**src/verilog/pri_pkg.sv**
```systemverilog
// shared constants and types of the priority interrupt controller
package pri_pkg;

  // sizes
  localparam int unsigned NUM_SRC      = 8;
  localparam int unsigned NUM_TRAP     = 2;
  localparam int unsigned NUM_CAND     = NUM_SRC + NUM_TRAP;
  localparam int unsigned NUM_PRIO_REG = 5;
  localparam int unsigned STACK_DEPTH  = 16;
  localparam int unsigned STACK_CNT_W  = 5;
  localparam int unsigned TIMED_DISABLE_INSTR_W       = 14;

  // byte addresses on the register bus
  localparam logic [7:0] ADR_PRIO_TWOWIRE = 8'h00;
  localparam logic [7:0] ADR_PRIO_CALENDAR = 8'h04;
  localparam logic [7:0] ADR_PRIO_ERRORS  = 8'h08;
  localparam logic [7:0] ADR_PRIO_LOWVOLT = 8'h0c;
  localparam logic [7:0] ADR_PRIO_CHARGE  = 8'h10;
  localparam logic [7:0] ADR_STATUS       = 8'h14;
  localparam logic [7:0] ADR_FLAG         = 8'h18;
  localparam logic [7:0] ADR_ENABLE       = 8'h1c;
  localparam logic [7:0] ADR_CONTROL      = 8'h20;
  localparam logic [7:0] PRIO_ADR [NUM_PRIO_REG] = '{8'h00, 8'h04, 8'h08, 8'h0c, 8'h10};

  // priority registers: implemented bits and values after reset (level 4)
  localparam logic [15:0] PRIO_WMASK [NUM_PRIO_REG] = '{16'h0770, 16'h0700, 16'h7770,
                                                        16'h0007, 16'h0070};
  localparam logic [15:0] PRIO_RST   [NUM_PRIO_REG] = '{16'h0440, 16'h0400, 16'h4440,
                                                        16'h0004, 16'h0040};

  // sources: 0 bus master, 1 bus slave, 2 calendar, 3 checksum error,
  // 4 serial two error, 5 serial one error, 6 low voltage, 7 charge measure
  localparam int SRC_REG [NUM_SRC] = '{0, 0, 1, 2, 2, 2, 3, 4};
  localparam int SRC_LSB [NUM_SRC] = '{8, 4, 8, 12, 8, 4, 0, 4};
  // vector identifiers are arbitrary
  localparam logic [6:0] SRC_VEC [NUM_SRC] = '{7'h26, 7'h25, 7'h3e, 7'h43,
                                               7'h42, 7'h41, 7'h48, 7'h4e};
  localparam logic [3:0] TRAP_LEVEL [NUM_TRAP] = '{4'he, 4'hd};
  localparam logic [6:0] TRAP_VEC   [NUM_TRAP] = '{7'h02, 7'h03};
  localparam logic [3:0] USER_TOP_LEVEL = 4'h7;

  // status and control field positions
  localparam int STAT_UNACKED_BIT  = 15;
  localparam int STAT_CAPTURE_BIT  = 13;
  localparam int STAT_LEVEL_LSB    = 8;
  localparam int STAT_VEC_LSB      = 0;
  localparam int CTRL_NEST_DIS_BIT = 15;
  localparam int CTRL_TRAP_LSB     = 0;

  typedef struct packed {
    logic [3:0] level;
    logic [6:0] vec;
  } pri_cand_type;

  typedef struct packed {
    logic       cyc;
    logic       stb;
    logic       we;
    logic [3:0] sel;
    logic [7:0] adr;
    logic [31:0] dat;
  } pri_wb_req_type;

  typedef struct packed {
    logic       req;
    logic [3:0] level;
    logic [6:0] vec;
  } pri_cpu_req_type;

  typedef struct packed {
    logic              ack;
    logic              ret;
    logic              level_wr;
    logic [3:0]        level;
    logic              timed_disable_instr;
    logic [TIMED_DISABLE_INSTR_W-1:0] timed_disable_instr_len;
  } pri_cpu_cmd_type;

endpackage

```
**src/verilog/pri_arbiter.sv**
```systemverilog
// picks the highest level candidate, lowest vector on a tie
`timescale 1ns/1ps
`default_nettype none
module pri_arbiter (
  input  wire pri_pkg::pri_cand_type [pri_pkg::NUM_CAND-1:0] cand_i,
  output var  pri_pkg::pri_cand_type                          best_o
);

  // level zero means no candidate; strict compare keeps lowest vector on ties
  always_comb begin
    best_o = '0;
    for (int i = 0; i < pri_pkg::NUM_CAND; i++) begin
      if (cand_i[i].level > best_o.level ||
          (cand_i[i].level != 4'h0 && cand_i[i].level == best_o.level &&
           cand_i[i].vec < best_o.vec)) begin
        best_o = cand_i[i];
      end
    end
  end

endmodule // pri_arbiter
`default_nettype wire

```
**src/verilog/pri_level_stack.sv**
```systemverilog
// stack of cpu levels saved on interrupt entry
`timescale 1ns/1ps
`default_nettype none
module pri_level_stack (
  input  wire logic       clk_i,
  input  wire logic       rst_i,
  input  wire logic       ce_i,
  input  wire logic       push_i,
  input  wire logic       pop_i,
  input  wire logic [3:0] level_i,
  output logic [3:0]      top_o,
  output logic            nonempty_o
);

  typedef struct packed {
    logic [pri_pkg::STACK_DEPTH-1:0][3:0] mem;
    logic [pri_pkg::STACK_CNT_W-1:0]      count;
  } pri_stack_type;

  pri_stack_type s;
  pri_stack_type next_s;

  // levels only rise on entry, so sixteen slots never overflow
  always_comb begin
    next_s = s;
    if (push_i && s.count < 5'(pri_pkg::STACK_DEPTH)) begin
      next_s.mem[s.count[3:0]] = level_i;
      next_s.count = s.count + 5'h01;
    end else if (pop_i && s.count != 5'h00) begin
      next_s.count = s.count - 5'h01;
    end
  end

  always_ff @(posedge clk_i) begin
    if (rst_i) begin
      s <= '0;
    end else if (ce_i) begin
      s <= next_s;
    end
  end

  // empty stack hands back level zero
  assign top_o      = (s.count == 5'h00) ? 4'h0 : s.mem[4'(s.count - 5'h01)];
  assign nonempty_o = (s.count != 5'h00);

endmodule // pri_level_stack
`default_nettype wire

```
**src/verilog/pri_controller.sv**
```systemverilog
// priority interrupt controller with wishbone register slave
//
// Notes on behaviour
// - three-bit priority per source; zero disables the source entirely.
// - reset loads every source priority field with level four.
// - unimplemented bits of priority and status registers read zero, ignore writes.
// - bus master priority bits 10-8, bus slave bits 6-4.
// - calendar priority at bits 10-8, rest unimplemented.
// - checksum error 14-12, serial two error 10-8, serial one error 6-4.
// - low voltage priority at bits 2-0, bits 15-3 unimplemented.
// - charge measure priority at bits 6-4, other bits unimplemented.
// - status bit 15 set while the best pending request waits at or below cpu level.
// - capture bit 13 picks pending best or last acknowledged vector.
// - status bits 11-8 show the cpu level in binary.
// - status bits 6-0 show vector id, vector number is id plus 8.
// - only enabled sources request; flags stay set until software clears.
// - flag still set at return gives an immediate new request.
// - return restores the level saved on entry.
// - a trap re-requests after return until its flag is cleared.
// - cpu level 7 masks all user sources; a trap passes whenever its level is above cpu level.
// - timed disable blocks levels 1-6, level 7 still interrupts.
// - nesting disable stops user nesting inside a service routine.
// - a request is taken only above the current cpu level.
`timescale 1ns/1ps
`default_nettype none
module pri_controller (
  input  wire logic                              clk_i,
  input  wire logic                              rst_i,
  input  wire logic                              ce_i,
  input  wire pri_pkg::pri_wb_req_type           wb_i,
  output logic                                   wb_ack_o,
  output logic [31:0]                            wb_dat_o,
  input  wire logic [pri_pkg::NUM_SRC-1:0]       src_evt_i,
  input  wire logic [pri_pkg::NUM_TRAP-1:0]      trap_evt_i,
  input  wire pri_pkg::pri_cpu_cmd_type          cpu_i,
  output var  pri_pkg::pri_cpu_req_type          irq_o,
  output logic [3:0]                             cpu_level_o,
  output logic                                   in_service_o
);

  typedef struct packed {
    logic [pri_pkg::NUM_PRIO_REG-1:0][15:0] prio;
    logic [pri_pkg::NUM_SRC-1:0]            flag;
    logic [pri_pkg::NUM_SRC-1:0]            enable;
    logic                                   nest_dis;
    logic [pri_pkg::NUM_TRAP-1:0]           trap_flag;
    logic                                   capture;
    logic [3:0]                             cpu_level;
    logic [6:0]                             acked_vec;
    logic [pri_pkg::TIMED_DISABLE_INSTR_W-1:0]             timed_disable_instr_cnt;
    pri_pkg::pri_cpu_req_type               irq;
    logic                                   unacked;
    logic [6:0]                             shown_vec;
    logic                                   in_isr;
    logic                                   wb_ack;
    logic [31:0]                            wb_dat;
  } pri_state_type;

  localparam pri_state_type STATE_RST = '{
    prio: {pri_pkg::PRIO_RST[4], pri_pkg::PRIO_RST[3], pri_pkg::PRIO_RST[2],
           pri_pkg::PRIO_RST[1], pri_pkg::PRIO_RST[0]},
    default: '0
  };

  pri_state_type s;
  pri_state_type next_s;

  // byte lanes 0 and 1 carry the 16-bit registers
  function automatic logic [15:0] lane_mask(input logic [3:0] sel);
    lane_mask = {{8{sel[1]}}, {8{sel[0]}}};
  endfunction

  function automatic logic [2:0] field_of(input logic [15:0] r, input int lsb);
    field_of = r[lsb +: 3];
  endfunction

  // bus decode; a request is answered once, ack drops the cycle after
  logic        bus_req;
  logic        bus_wr;
  logic [15:0] wmask;
  assign bus_req = wb_i.cyc && wb_i.stb && !s.wb_ack;
  assign bus_wr  = bus_req && wb_i.we;
  assign wmask   = lane_mask(wb_i.sel);

  // level stack
  logic       push;
  logic       pop;
  logic [3:0] stack_top;
  logic       stack_nonempty;
  assign push = cpu_i.ack && s.irq.req;
  assign pop  = cpu_i.ret && !push;

  pri_level_stack u_stack (
    .clk_i      (clk_i),
    .rst_i      (rst_i),
    .ce_i       (ce_i),
    .push_i     (push),
    .pop_i      (pop),
    .level_i    (s.cpu_level),
    .top_o      (stack_top),
    .nonempty_o (stack_nonempty)
  );

  // masking conditions for user sources
  logic timed_disable_instr_active;
  logic nest_block;
  assign timed_disable_instr_active = (s.timed_disable_instr_cnt != '0);
  assign nest_block  = s.nest_dis && s.in_isr;

  wire pri_pkg::pri_cand_type [pri_pkg::NUM_CAND-1:0] pend_cand;
  wire pri_pkg::pri_cand_type [pri_pkg::NUM_CAND-1:0] allow_cand;
  pri_pkg::pri_cand_type pend_best;
  pri_pkg::pri_cand_type allow_best;

  // user candidates: flag and enable and nonzero priority
  for (genvar g = 0; g < pri_pkg::NUM_SRC; g++) begin : g_src
    logic [2:0] p;
    logic       ok;
    assign p = field_of(s.prio[pri_pkg::SRC_REG[g]], pri_pkg::SRC_LSB[g]);
    assign pend_cand[g] = '{level: (s.flag[g] && s.enable[g]) ? {1'b0, p} : 4'h0,
                            vec: pri_pkg::SRC_VEC[g]};
    assign ok = (pend_cand[g].level > s.cpu_level) && !nest_block &&
                !(timed_disable_instr_active && pend_cand[g].level < pri_pkg::USER_TOP_LEVEL);
    assign allow_cand[g] = '{level: ok ? pend_cand[g].level : 4'h0,
                             vec: pri_pkg::SRC_VEC[g]};
  end

  // trap candidates ignore every user mask
  for (genvar t = 0; t < pri_pkg::NUM_TRAP; t++) begin : g_trap
    localparam int unsigned K = pri_pkg::NUM_SRC + t;
    assign pend_cand[K] = '{level: s.trap_flag[t] ? pri_pkg::TRAP_LEVEL[t] : 4'h0,
                            vec: pri_pkg::TRAP_VEC[t]};
    assign allow_cand[K] = '{level: (pend_cand[K].level > s.cpu_level) ?
                                    pend_cand[K].level : 4'h0,
                             vec: pri_pkg::TRAP_VEC[t]};
  end

  pri_arbiter u_pend_arb (
    .cand_i (pend_cand),
    .best_o (pend_best)
  );

  pri_arbiter u_allow_arb (
    .cand_i (allow_cand),
    .best_o (allow_best)
  );

  // register read mux; unmapped addresses read zero
  logic [15:0] rd_word;
  always_comb begin
    rd_word = 16'h0000;
    for (int k = 0; k < pri_pkg::NUM_PRIO_REG; k++) begin
      if (wb_i.adr == pri_pkg::PRIO_ADR[k]) begin
        rd_word = s.prio[k] & pri_pkg::PRIO_WMASK[k];
      end
    end
    case (wb_i.adr)
      pri_pkg::ADR_STATUS: begin
        rd_word[pri_pkg::STAT_UNACKED_BIT]     = s.unacked;
        rd_word[pri_pkg::STAT_CAPTURE_BIT]     = s.capture;
        rd_word[pri_pkg::STAT_LEVEL_LSB +: 4]  = s.cpu_level;
        rd_word[pri_pkg::STAT_VEC_LSB +: 7]    = s.shown_vec;
      end
      pri_pkg::ADR_FLAG:    rd_word[7:0] = s.flag;
      pri_pkg::ADR_ENABLE:  rd_word[7:0] = s.enable;
      pri_pkg::ADR_CONTROL: begin
        rd_word[pri_pkg::CTRL_NEST_DIS_BIT]                    = s.nest_dis;
        rd_word[pri_pkg::CTRL_TRAP_LSB +: pri_pkg::NUM_TRAP]   = s.trap_flag;
      end
      default: ;
    endcase
  end

  // next state: bus writes, flags, cpu handshake, request choice
  logic [pri_pkg::NUM_SRC-1:0]  flag_clr;
  logic [pri_pkg::NUM_TRAP-1:0] trap_clr;
  always_comb begin
    next_s   = s;
    flag_clr = '0;
    trap_clr = '0;
    // register bus answer, one cycle after the strobe
    next_s.wb_ack = bus_req;
    next_s.wb_dat = (bus_req && !wb_i.we) ? {16'h0000, rd_word} : 32'h0000_0000;
    if (bus_wr) begin
      for (int k = 0; k < pri_pkg::NUM_PRIO_REG; k++) begin
        if (wb_i.adr == pri_pkg::PRIO_ADR[k]) begin
          next_s.prio[k] = (s.prio[k] & ~(wmask & pri_pkg::PRIO_WMASK[k])) |
                           (wb_i.dat[15:0] & wmask & pri_pkg::PRIO_WMASK[k]);
        end
      end
      case (wb_i.adr)
        pri_pkg::ADR_STATUS: begin
          if (wmask[pri_pkg::STAT_CAPTURE_BIT]) begin
            next_s.capture = wb_i.dat[pri_pkg::STAT_CAPTURE_BIT];
          end
        end
        pri_pkg::ADR_FLAG:   flag_clr = wb_i.dat[7:0] & wmask[7:0];
        pri_pkg::ADR_ENABLE: begin
          if (wmask[0]) begin
            next_s.enable = wb_i.dat[7:0];
          end
        end
        pri_pkg::ADR_CONTROL: begin
          if (wmask[pri_pkg::CTRL_NEST_DIS_BIT]) begin
            next_s.nest_dis = wb_i.dat[pri_pkg::CTRL_NEST_DIS_BIT];
          end
          trap_clr = wb_i.dat[pri_pkg::CTRL_TRAP_LSB +: pri_pkg::NUM_TRAP] &
                     wmask[pri_pkg::CTRL_TRAP_LSB +: pri_pkg::NUM_TRAP];
        end
        default: ;
      endcase
    end
    // sticky flags: a new event beats a clear in the same cycle
    next_s.flag      = (s.flag & ~flag_clr) | src_evt_i;
    next_s.trap_flag = (s.trap_flag & ~trap_clr) | trap_evt_i;
    // acknowledge beats return, return beats a direct level write
    if (push) begin
      next_s.cpu_level = s.irq.level;
      next_s.acked_vec = s.irq.vec;
      next_s.in_isr    = 1'b1;
    end else if (pop) begin
      next_s.cpu_level = stack_top;
      next_s.in_isr    = (stack_top != 4'h0) || (s.cpu_level > stack_top && stack_nonempty &&
                                                 !(stack_top == 4'h0));
    end else if (cpu_i.level_wr) begin
      next_s.cpu_level = cpu_i.level;
    end
    // timed disable counter
    if (cpu_i.timed_disable_instr) begin
      next_s.timed_disable_instr_cnt = cpu_i.timed_disable_instr_len;
    end else if (timed_disable_instr_active) begin
      next_s.timed_disable_instr_cnt = s.timed_disable_instr_cnt - 14'h0001;
    end
    // request drops at once after an acknowledge; a still-set flag comes
    // back as soon as the restored level lets it through
    next_s.irq.req   = (allow_best.level != 4'h0) && !push;
    next_s.irq.level = allow_best.level;
    next_s.irq.vec   = allow_best.vec;
    next_s.unacked   = (pend_best.level != 4'h0) && (pend_best.level <= s.cpu_level);
    next_s.shown_vec = s.capture ? pend_best.vec : s.acked_vec;
  end

  // single state register, frozen while the clock enable is low
  always_ff @(posedge clk_i) begin
    if (rst_i) begin
      s <= STATE_RST;
    end else if (ce_i) begin
      s <= next_s;
    end
  end

  assign wb_ack_o     = s.wb_ack;
  assign wb_dat_o     = s.wb_dat;
  assign irq_o        = s.irq;
  assign cpu_level_o  = s.cpu_level;
  assign in_service_o = s.in_isr;

  // a request may only name a source whose flag and enable were both set
  for (genvar g = 0; g < pri_pkg::NUM_SRC; g++) begin : g_src_chk

  end
endmodule // pri_controller
`default_nettype wire

```
**config.mk**
```make
export PLATFORM = sky130hd
export DESIGN_NAME = pri_controller
export DESIGN_NICKNAME = d
export VERILOG_FILES = /design/src/verilog/pri_pkg.sv /design/src/verilog/pri_arbiter.sv /design/src/verilog/pri_level_stack.sv /design/src/verilog/pri_controller.sv
export SDC_FILE = /design/constraint.sdc
export NUM_CORES = 1
export LEC_CHECK = 0
export BUFFER_PORTS_ARGS = -buffer_cell sky130_fd_sc_hd__buf_2
export CAP_MARGIN = 25
export CORE_ASPECT_RATIO = 1.5
export CORE_MARGIN = 2
export CORE_UTILIZATION = 35
export CTS_CLUSTER_DIAMETER = 200
export CTS_CLUSTER_SIZE = 25
export DETAILED_ROUTE_END_ITERATION = 8
export PLACE_DENSITY = 0.61
export SETUP_SLACK_MARGIN = 0.4
export SLEW_MARGIN = 10
export SYNTH_ARGS = -nofsm -noshare
export SYNTH_HDL_FRONTEND = slang
export SYNTH_HIERARCHICAL = 1
export SYNTH_SLANG_ARGS = --single-unit
```
**constraint.sdc**
```tcl
create_clock -name clk_i -period 19.6 [get_ports clk_i]
set_input_delay 0.98 -clock clk_i [delete_from_list [all_inputs] [get_ports clk_i]]
set_output_delay 0.98 -clock clk_i [all_outputs]
set_load 0.02 [all_outputs]
```
==> impl_metrics.ini, run 1 <==
[clock_network]
cts_tree = done
cts_htree_levels = 4
cts_made_buffers = 17
path_clk_slew_ns = 0.08
postCtsHoldBufs = 0
cts.sinks = 176
cts_buffer_depth = 2
insertion_delay_ns = 0.47
root_buffer = clkbuf_16

[yosys]
synthCells = 2549
synthTopCellsByCount = nor2_1, a21oi_1, nand2_1
netlist_area_mm2 = 0.01928
synthArstFlopShare_pct = 0
synth_ff_type = dfxtp_1
synth.avg_cell_area_um2 = 7.566
synth_edf_count = 0
synth_seq_cells = 176
ys_seq_area_share_pct = 18.27
synth_top_cell_area_share_pct = 18.27
ys_warn_count = 6
synthDistinctLibCells = 135
yosysMostFrequentCell = nor2_1
synth_area_leaders = dfxtp_1, ha_1, mux2i_1, a21oi_1, o21ai_0
synth_area_leader_cell = dfxtp_1

[detailed_routing]
ant_nets = 0
drc_errors = 0
post_drt_wl_per_cell_um = 14.88
wl_um = 57220
viasPerCell = 5.006
drt_iter0_drc = 826
vias = 19244
first_pass_iters = 5

[timing]
hold_violations = 0
rsz0062_at_grt = true
slew_viol_final = 0
finalSetupViolCount = 0
period_needed_ns = 18.21
setup_tns_ns = 0
worst_clock_skew_ns = 0.01402
relSlewSlack_pct = 28.95
tightest_slew_ns = 1.063
fmax_ghz = 0.05491
period_share_pct = 92.91

[global_routing]
grt_pass1_wl_um = 92630
antenna_found_initial = 6
grt_pass1_vias = 18305
grt_max_degree = 95
overflow = 0
grt_use_total_pct = 19.85

[worst_setup_path]
required_ns = 19.91
worst-path-buf-inv = 4
worstPathMaxFanout = 8
critPathKind = flip-flop to flip-flop
cpLargestDelayFamily = compound AO/OA/AOI/OAI gates
worstPathArrival_ns = 18.52
slowest_stage = or4_4
cpMostUsedCell = o21a_1
crit_path_end_kind = flip-flop
rrSetupSlack_ns = 1.39
critPathMaxStageDelay_ns = 0.60
start_kind = flip-flop

[place]
place_inst = 3773
place_area_mm2 = 0.02229
portBuffers = 96
place_congestion = 0.9364
dp_hpwl_um = 45250

[final_layout]
fin_nets = 3362
area_growth_pct = 21.96
drive_gt1_share_pct = 13.87
design_area_mm2 = 0.02352
fin_cells = 3844
n_fill_cell = 5637

[status]
status = complete, no violations

[die]
die_h_um = 291.5
ioPinCount = 132
num_rows = 105
die_area_mm2 = 0.05703
core_mm2 = 0.05465
initial_core_util_pct = 35.29
die_x_um = 195.7

[min_path]
hp-class = flip-flop to flip-flop

[job]
cap_violations = 0
[worst min-delay path: stages (launching register included)]
cell and delay, ns:
dfxtp_1 0.33, nand2_1 0.05, o31ai_1 0.05
[timing repair]
action | in CTS | in global routing
setup buffers | 4 | 30
setup endpoints to repair | 2 | 20
gates resized for setup | 7 | 80
endpoints found under the hold margin | 0 | 0
pin swaps | 1 | 38
[layout make-up]
| type | count | area [µm²] | area share, % |
|---|---|---|---|
| Tap cell | 695 | 869.6 | 3.697 |
| Inverter | 183 | 686.9 | 2.921 |
| Multi-Input combinational cell | 2567 | 16610 | 70.63 |
| Antenna cell | 5 | 12.51 | 0.05320 |
| Timing Repair Buffer | 186 | 1177 | 5.006 |
| Sequential cell | 176 | 3547 | 15.08 |
| Clock inverter | 15 | 187.7 | 0.7980 |
| Clock buffer | 17 | 425.4 | 1.809 |
[per-stage QoR]
step,worst slack [ns],hold WS (ns),utilization (%)
CTS,0.3382,0.4560,42.01
detailed placement,0.08960,0.4385,40.79
finish,1.390,0.4585,43.03
global route,0.2673,0.4990,43.03
global placement,0.3213,0.4472,40.79
floorplan,0.4291,0.4168,-
[layout by cell type, fill, tap and decap left out, types with 87 or more instances in the layout]
cell,n
nand2_1,194
dfxtp_1,167
buf_2,95
mux2i_1,128
ha_1,147
inv_1,180
a21oi_1,220
o21ai_0,161
nor2_1,228
buf_4,87
conb_1,542
[layer usage]
| layer | vias up | GRT usage [%] | wire length (µm) |
|---|---|---|---|
| li1 | 10041 | - | - |
| met1 | 8773 | 22.36 | 23380 |
| met2 | 318 | 37.38 | 29910 |
| met3 | 108 | 1.831 | 1669 |
| met4 | 4 | 9.165 | 2223 |
| met5 | - | 0 | 31 |
[final timing paths]
kind,startpoint,to,cells after the start
setup / recovery,s[91]$_SDFFE_PP0P_,irq_o[11]$_SDFFE_PP0P_,100
hold / removal,wb_dat_o[4]$_SDFFE_PP0P_,wb_dat_o[4]$_SDFFE_PP0P_,2
setup reg to reg,s[91]$_SDFFE_PP0P_,irq_o[11]$_SDFFE_PP0P_,100
hold reg to reg,wb_dat_o[4]$_SDFFE_PP0P_,wb_dat_o[4]$_SDFFE_PP0P_,2
[cells by family after synthesis]
family	share of synthesized area, %
flops	18.27
buf+inv	8.220
simple gates	22.16
xor+xnor	1.129
mux	10.63
compound gates	29.20
other cells	0.03894
fa+ha+maj	10.36
Power of run 1 is left out: the tool's default activity adds up to more than one toggle a clock period on the data nets, which glitch-free logic cannot reach.
==> run 2: changes to the inputs <==
==> constraint.sdc (replaced) <==
create_clock -name clk_i -period 19.6 [get_ports clk_i]
set_input_delay 2.94 -clock clk_i [delete_from_list [all_inputs] [get_ports clk_i]]
set_output_delay 2.94 -clock clk_i [all_outputs]
set_load 0.02 [all_outputs]
==> run 2 against run 1 <==
  * Setup slack lost 0.011 ns
  * First-iteration DRC count is 6.4% lower
  * Global-route usage down 0.17 points
  * Register-to-register slack barely moved
  * Via count barely moved
  * Non-clock buffer count rose by 5
  * Wire length hardly changed
  * Flip-flop and latch count unchanged
  * Final cell count hardly changed
  * Utilization up 0.099 points
  * Worst hold slack improved by 0.0080 ns
==> impl_metrics.ini, run 2 (synthesis results as in run 1) <==
[timing]
slew_viol_final = 0
finalSetupViolCount = 0
setup_tns_ns = 0
period_needed_ns = 18.22
hold_violations = 0
worst_clock_skew_ns = 0.01770
relSlewSlack_pct = 33.14
period_share_pct = 92.97
tightest_slew_ns = 1.001
rsz0062_at_grt = false
fmax_ghz = 0.05488

[die]
die_h_um = 291.5
die_x_um = 195.7
initial_core_util_pct = 35.29
ioPinCount = 132
core_mm2 = 0.05465
die_area_mm2 = 0.05703
num_rows = 105

[place]
place_area_mm2 = 0.02227
dp_hpwl_um = 45150
place_inst = 3770
portBuffers = 96
place_congestion = 0.9308

[global_routing]
grt_pass1_wl_um = 91550
grt_max_degree = 104
grt_use_total_pct = 19.68
grt_pass1_vias = 18040
antenna_found_initial = 3
overflow = 0

[worst_setup_path]
crit_path_end_kind = flip-flop
worst-path-buf-inv = 6
worstPathArrival_ns = 18.53
slowest_stage = or4_4
worstPathMaxFanout = 11
cpMostUsedCell = o21a_1
critPathKind = flip-flop to flip-flop
required_ns = 19.91
cpLargestDelayFamily = compound AO/OA/AOI/OAI gates
critPathMaxStageDelay_ns = 0.60
start_kind = flip-flop

[detailed_routing]
wl_um = 57220
drc_errors = 0
first_pass_iters = 5
drt_iter0_drc = 773
ant_nets = 0
post_drt_wl_per_cell_um = 14.87
viasPerCell = 5.004
vias = 19250

[clock_network]
cts_buffer_depth = 2
cts.sinks = 176
path_clk_slew_ns = 0.08
cts_htree_levels = 4
root_buffer = clkbuf_16
insertion_delay_ns = 0.46
cts_tree = done
cts_made_buffers = 17
postCtsHoldBufs = 0

[final_layout]
fin_cells = 3847
layout_common_cells = conb_1, nor2_1, a21oi_1
final_common_cell = conb_1
post-route-util_pct = 43.13
fin_nets = 3367
drive_gt1_share_pct = 14.23
area_growth_pct = 22.23
design_area_mm2 = 0.02357

[job]
cap_violations = 0

[status]
status = complete, no violations

[min_path]
hp-class = flip-flop to flip-flop
## run 2: cell type report
cell class                 instances  area (µm²)
antenna                            3       7.507
timing repair buffer             191        1215
clock inverter                    15       182.7
multi-input combinational       2567       16640
clock buffer                      17       425.4
fill                            5717       31080
tap                              695       869.6
sequential                       176        3543
inverter                         183       686.9
## run 2: per-layer routing
metal	vias to the layer above	GRT usage, %	share of wire (%)
met3	98	2.062	3.3
met1	8775	21.32	40
met5	-	0	0.023
met2	308	38.06	52
met4	2	8.777	4.0
li1	10067	-	-
## run 2: path summary, 6_finish.rpt
kind | start | end | cells past startpoint | slack [ns]
hold / removal | wb_dat_o[4]$_SDFFE_PP0P_ | wb_dat_o[4]$_SDFFE_PP0P_ | 2 | 0.47
setup / recovery | s[83]$_SDFFE_PP0P_ | irq_o[11]$_SDFFE_PP0P_ | 97 | 1.38
setup reg to reg | s[83]$_SDFFE_PP0P_ | irq_o[11]$_SDFFE_PP0P_ | 97 | 1.38
hold reg to reg | wb_dat_o[4]$_SDFFE_PP0P_ | wb_dat_o[4]$_SDFFE_PP0P_ | 2 | 0.47
## run 2: repair_timing
item                       CTS  global route
resized for setup            9            86
setup endpoints to repair    9            20
pin swaps                    4            44
setup buffers                5            37
## run 2: through the flow
stage                     hold slack [ns]  setup WS, ns
after floorplan                    0.4168        0.4291
final                              0.4665         1.379
after CTS                          0.4655        0.3794
after global placement             0.4347       0.06706
after global routing               0.4887        0.2514
after detailed placement           0.4487       -0.1565
## run 2: worst min-delay path: cells and delay by family, from the launching register on
kind,cells,cell delay (ns)
flops,1,0.33
simple gates,1,0.05
compound gates,1,0.05
Power of run 2 is left out for the same reason.
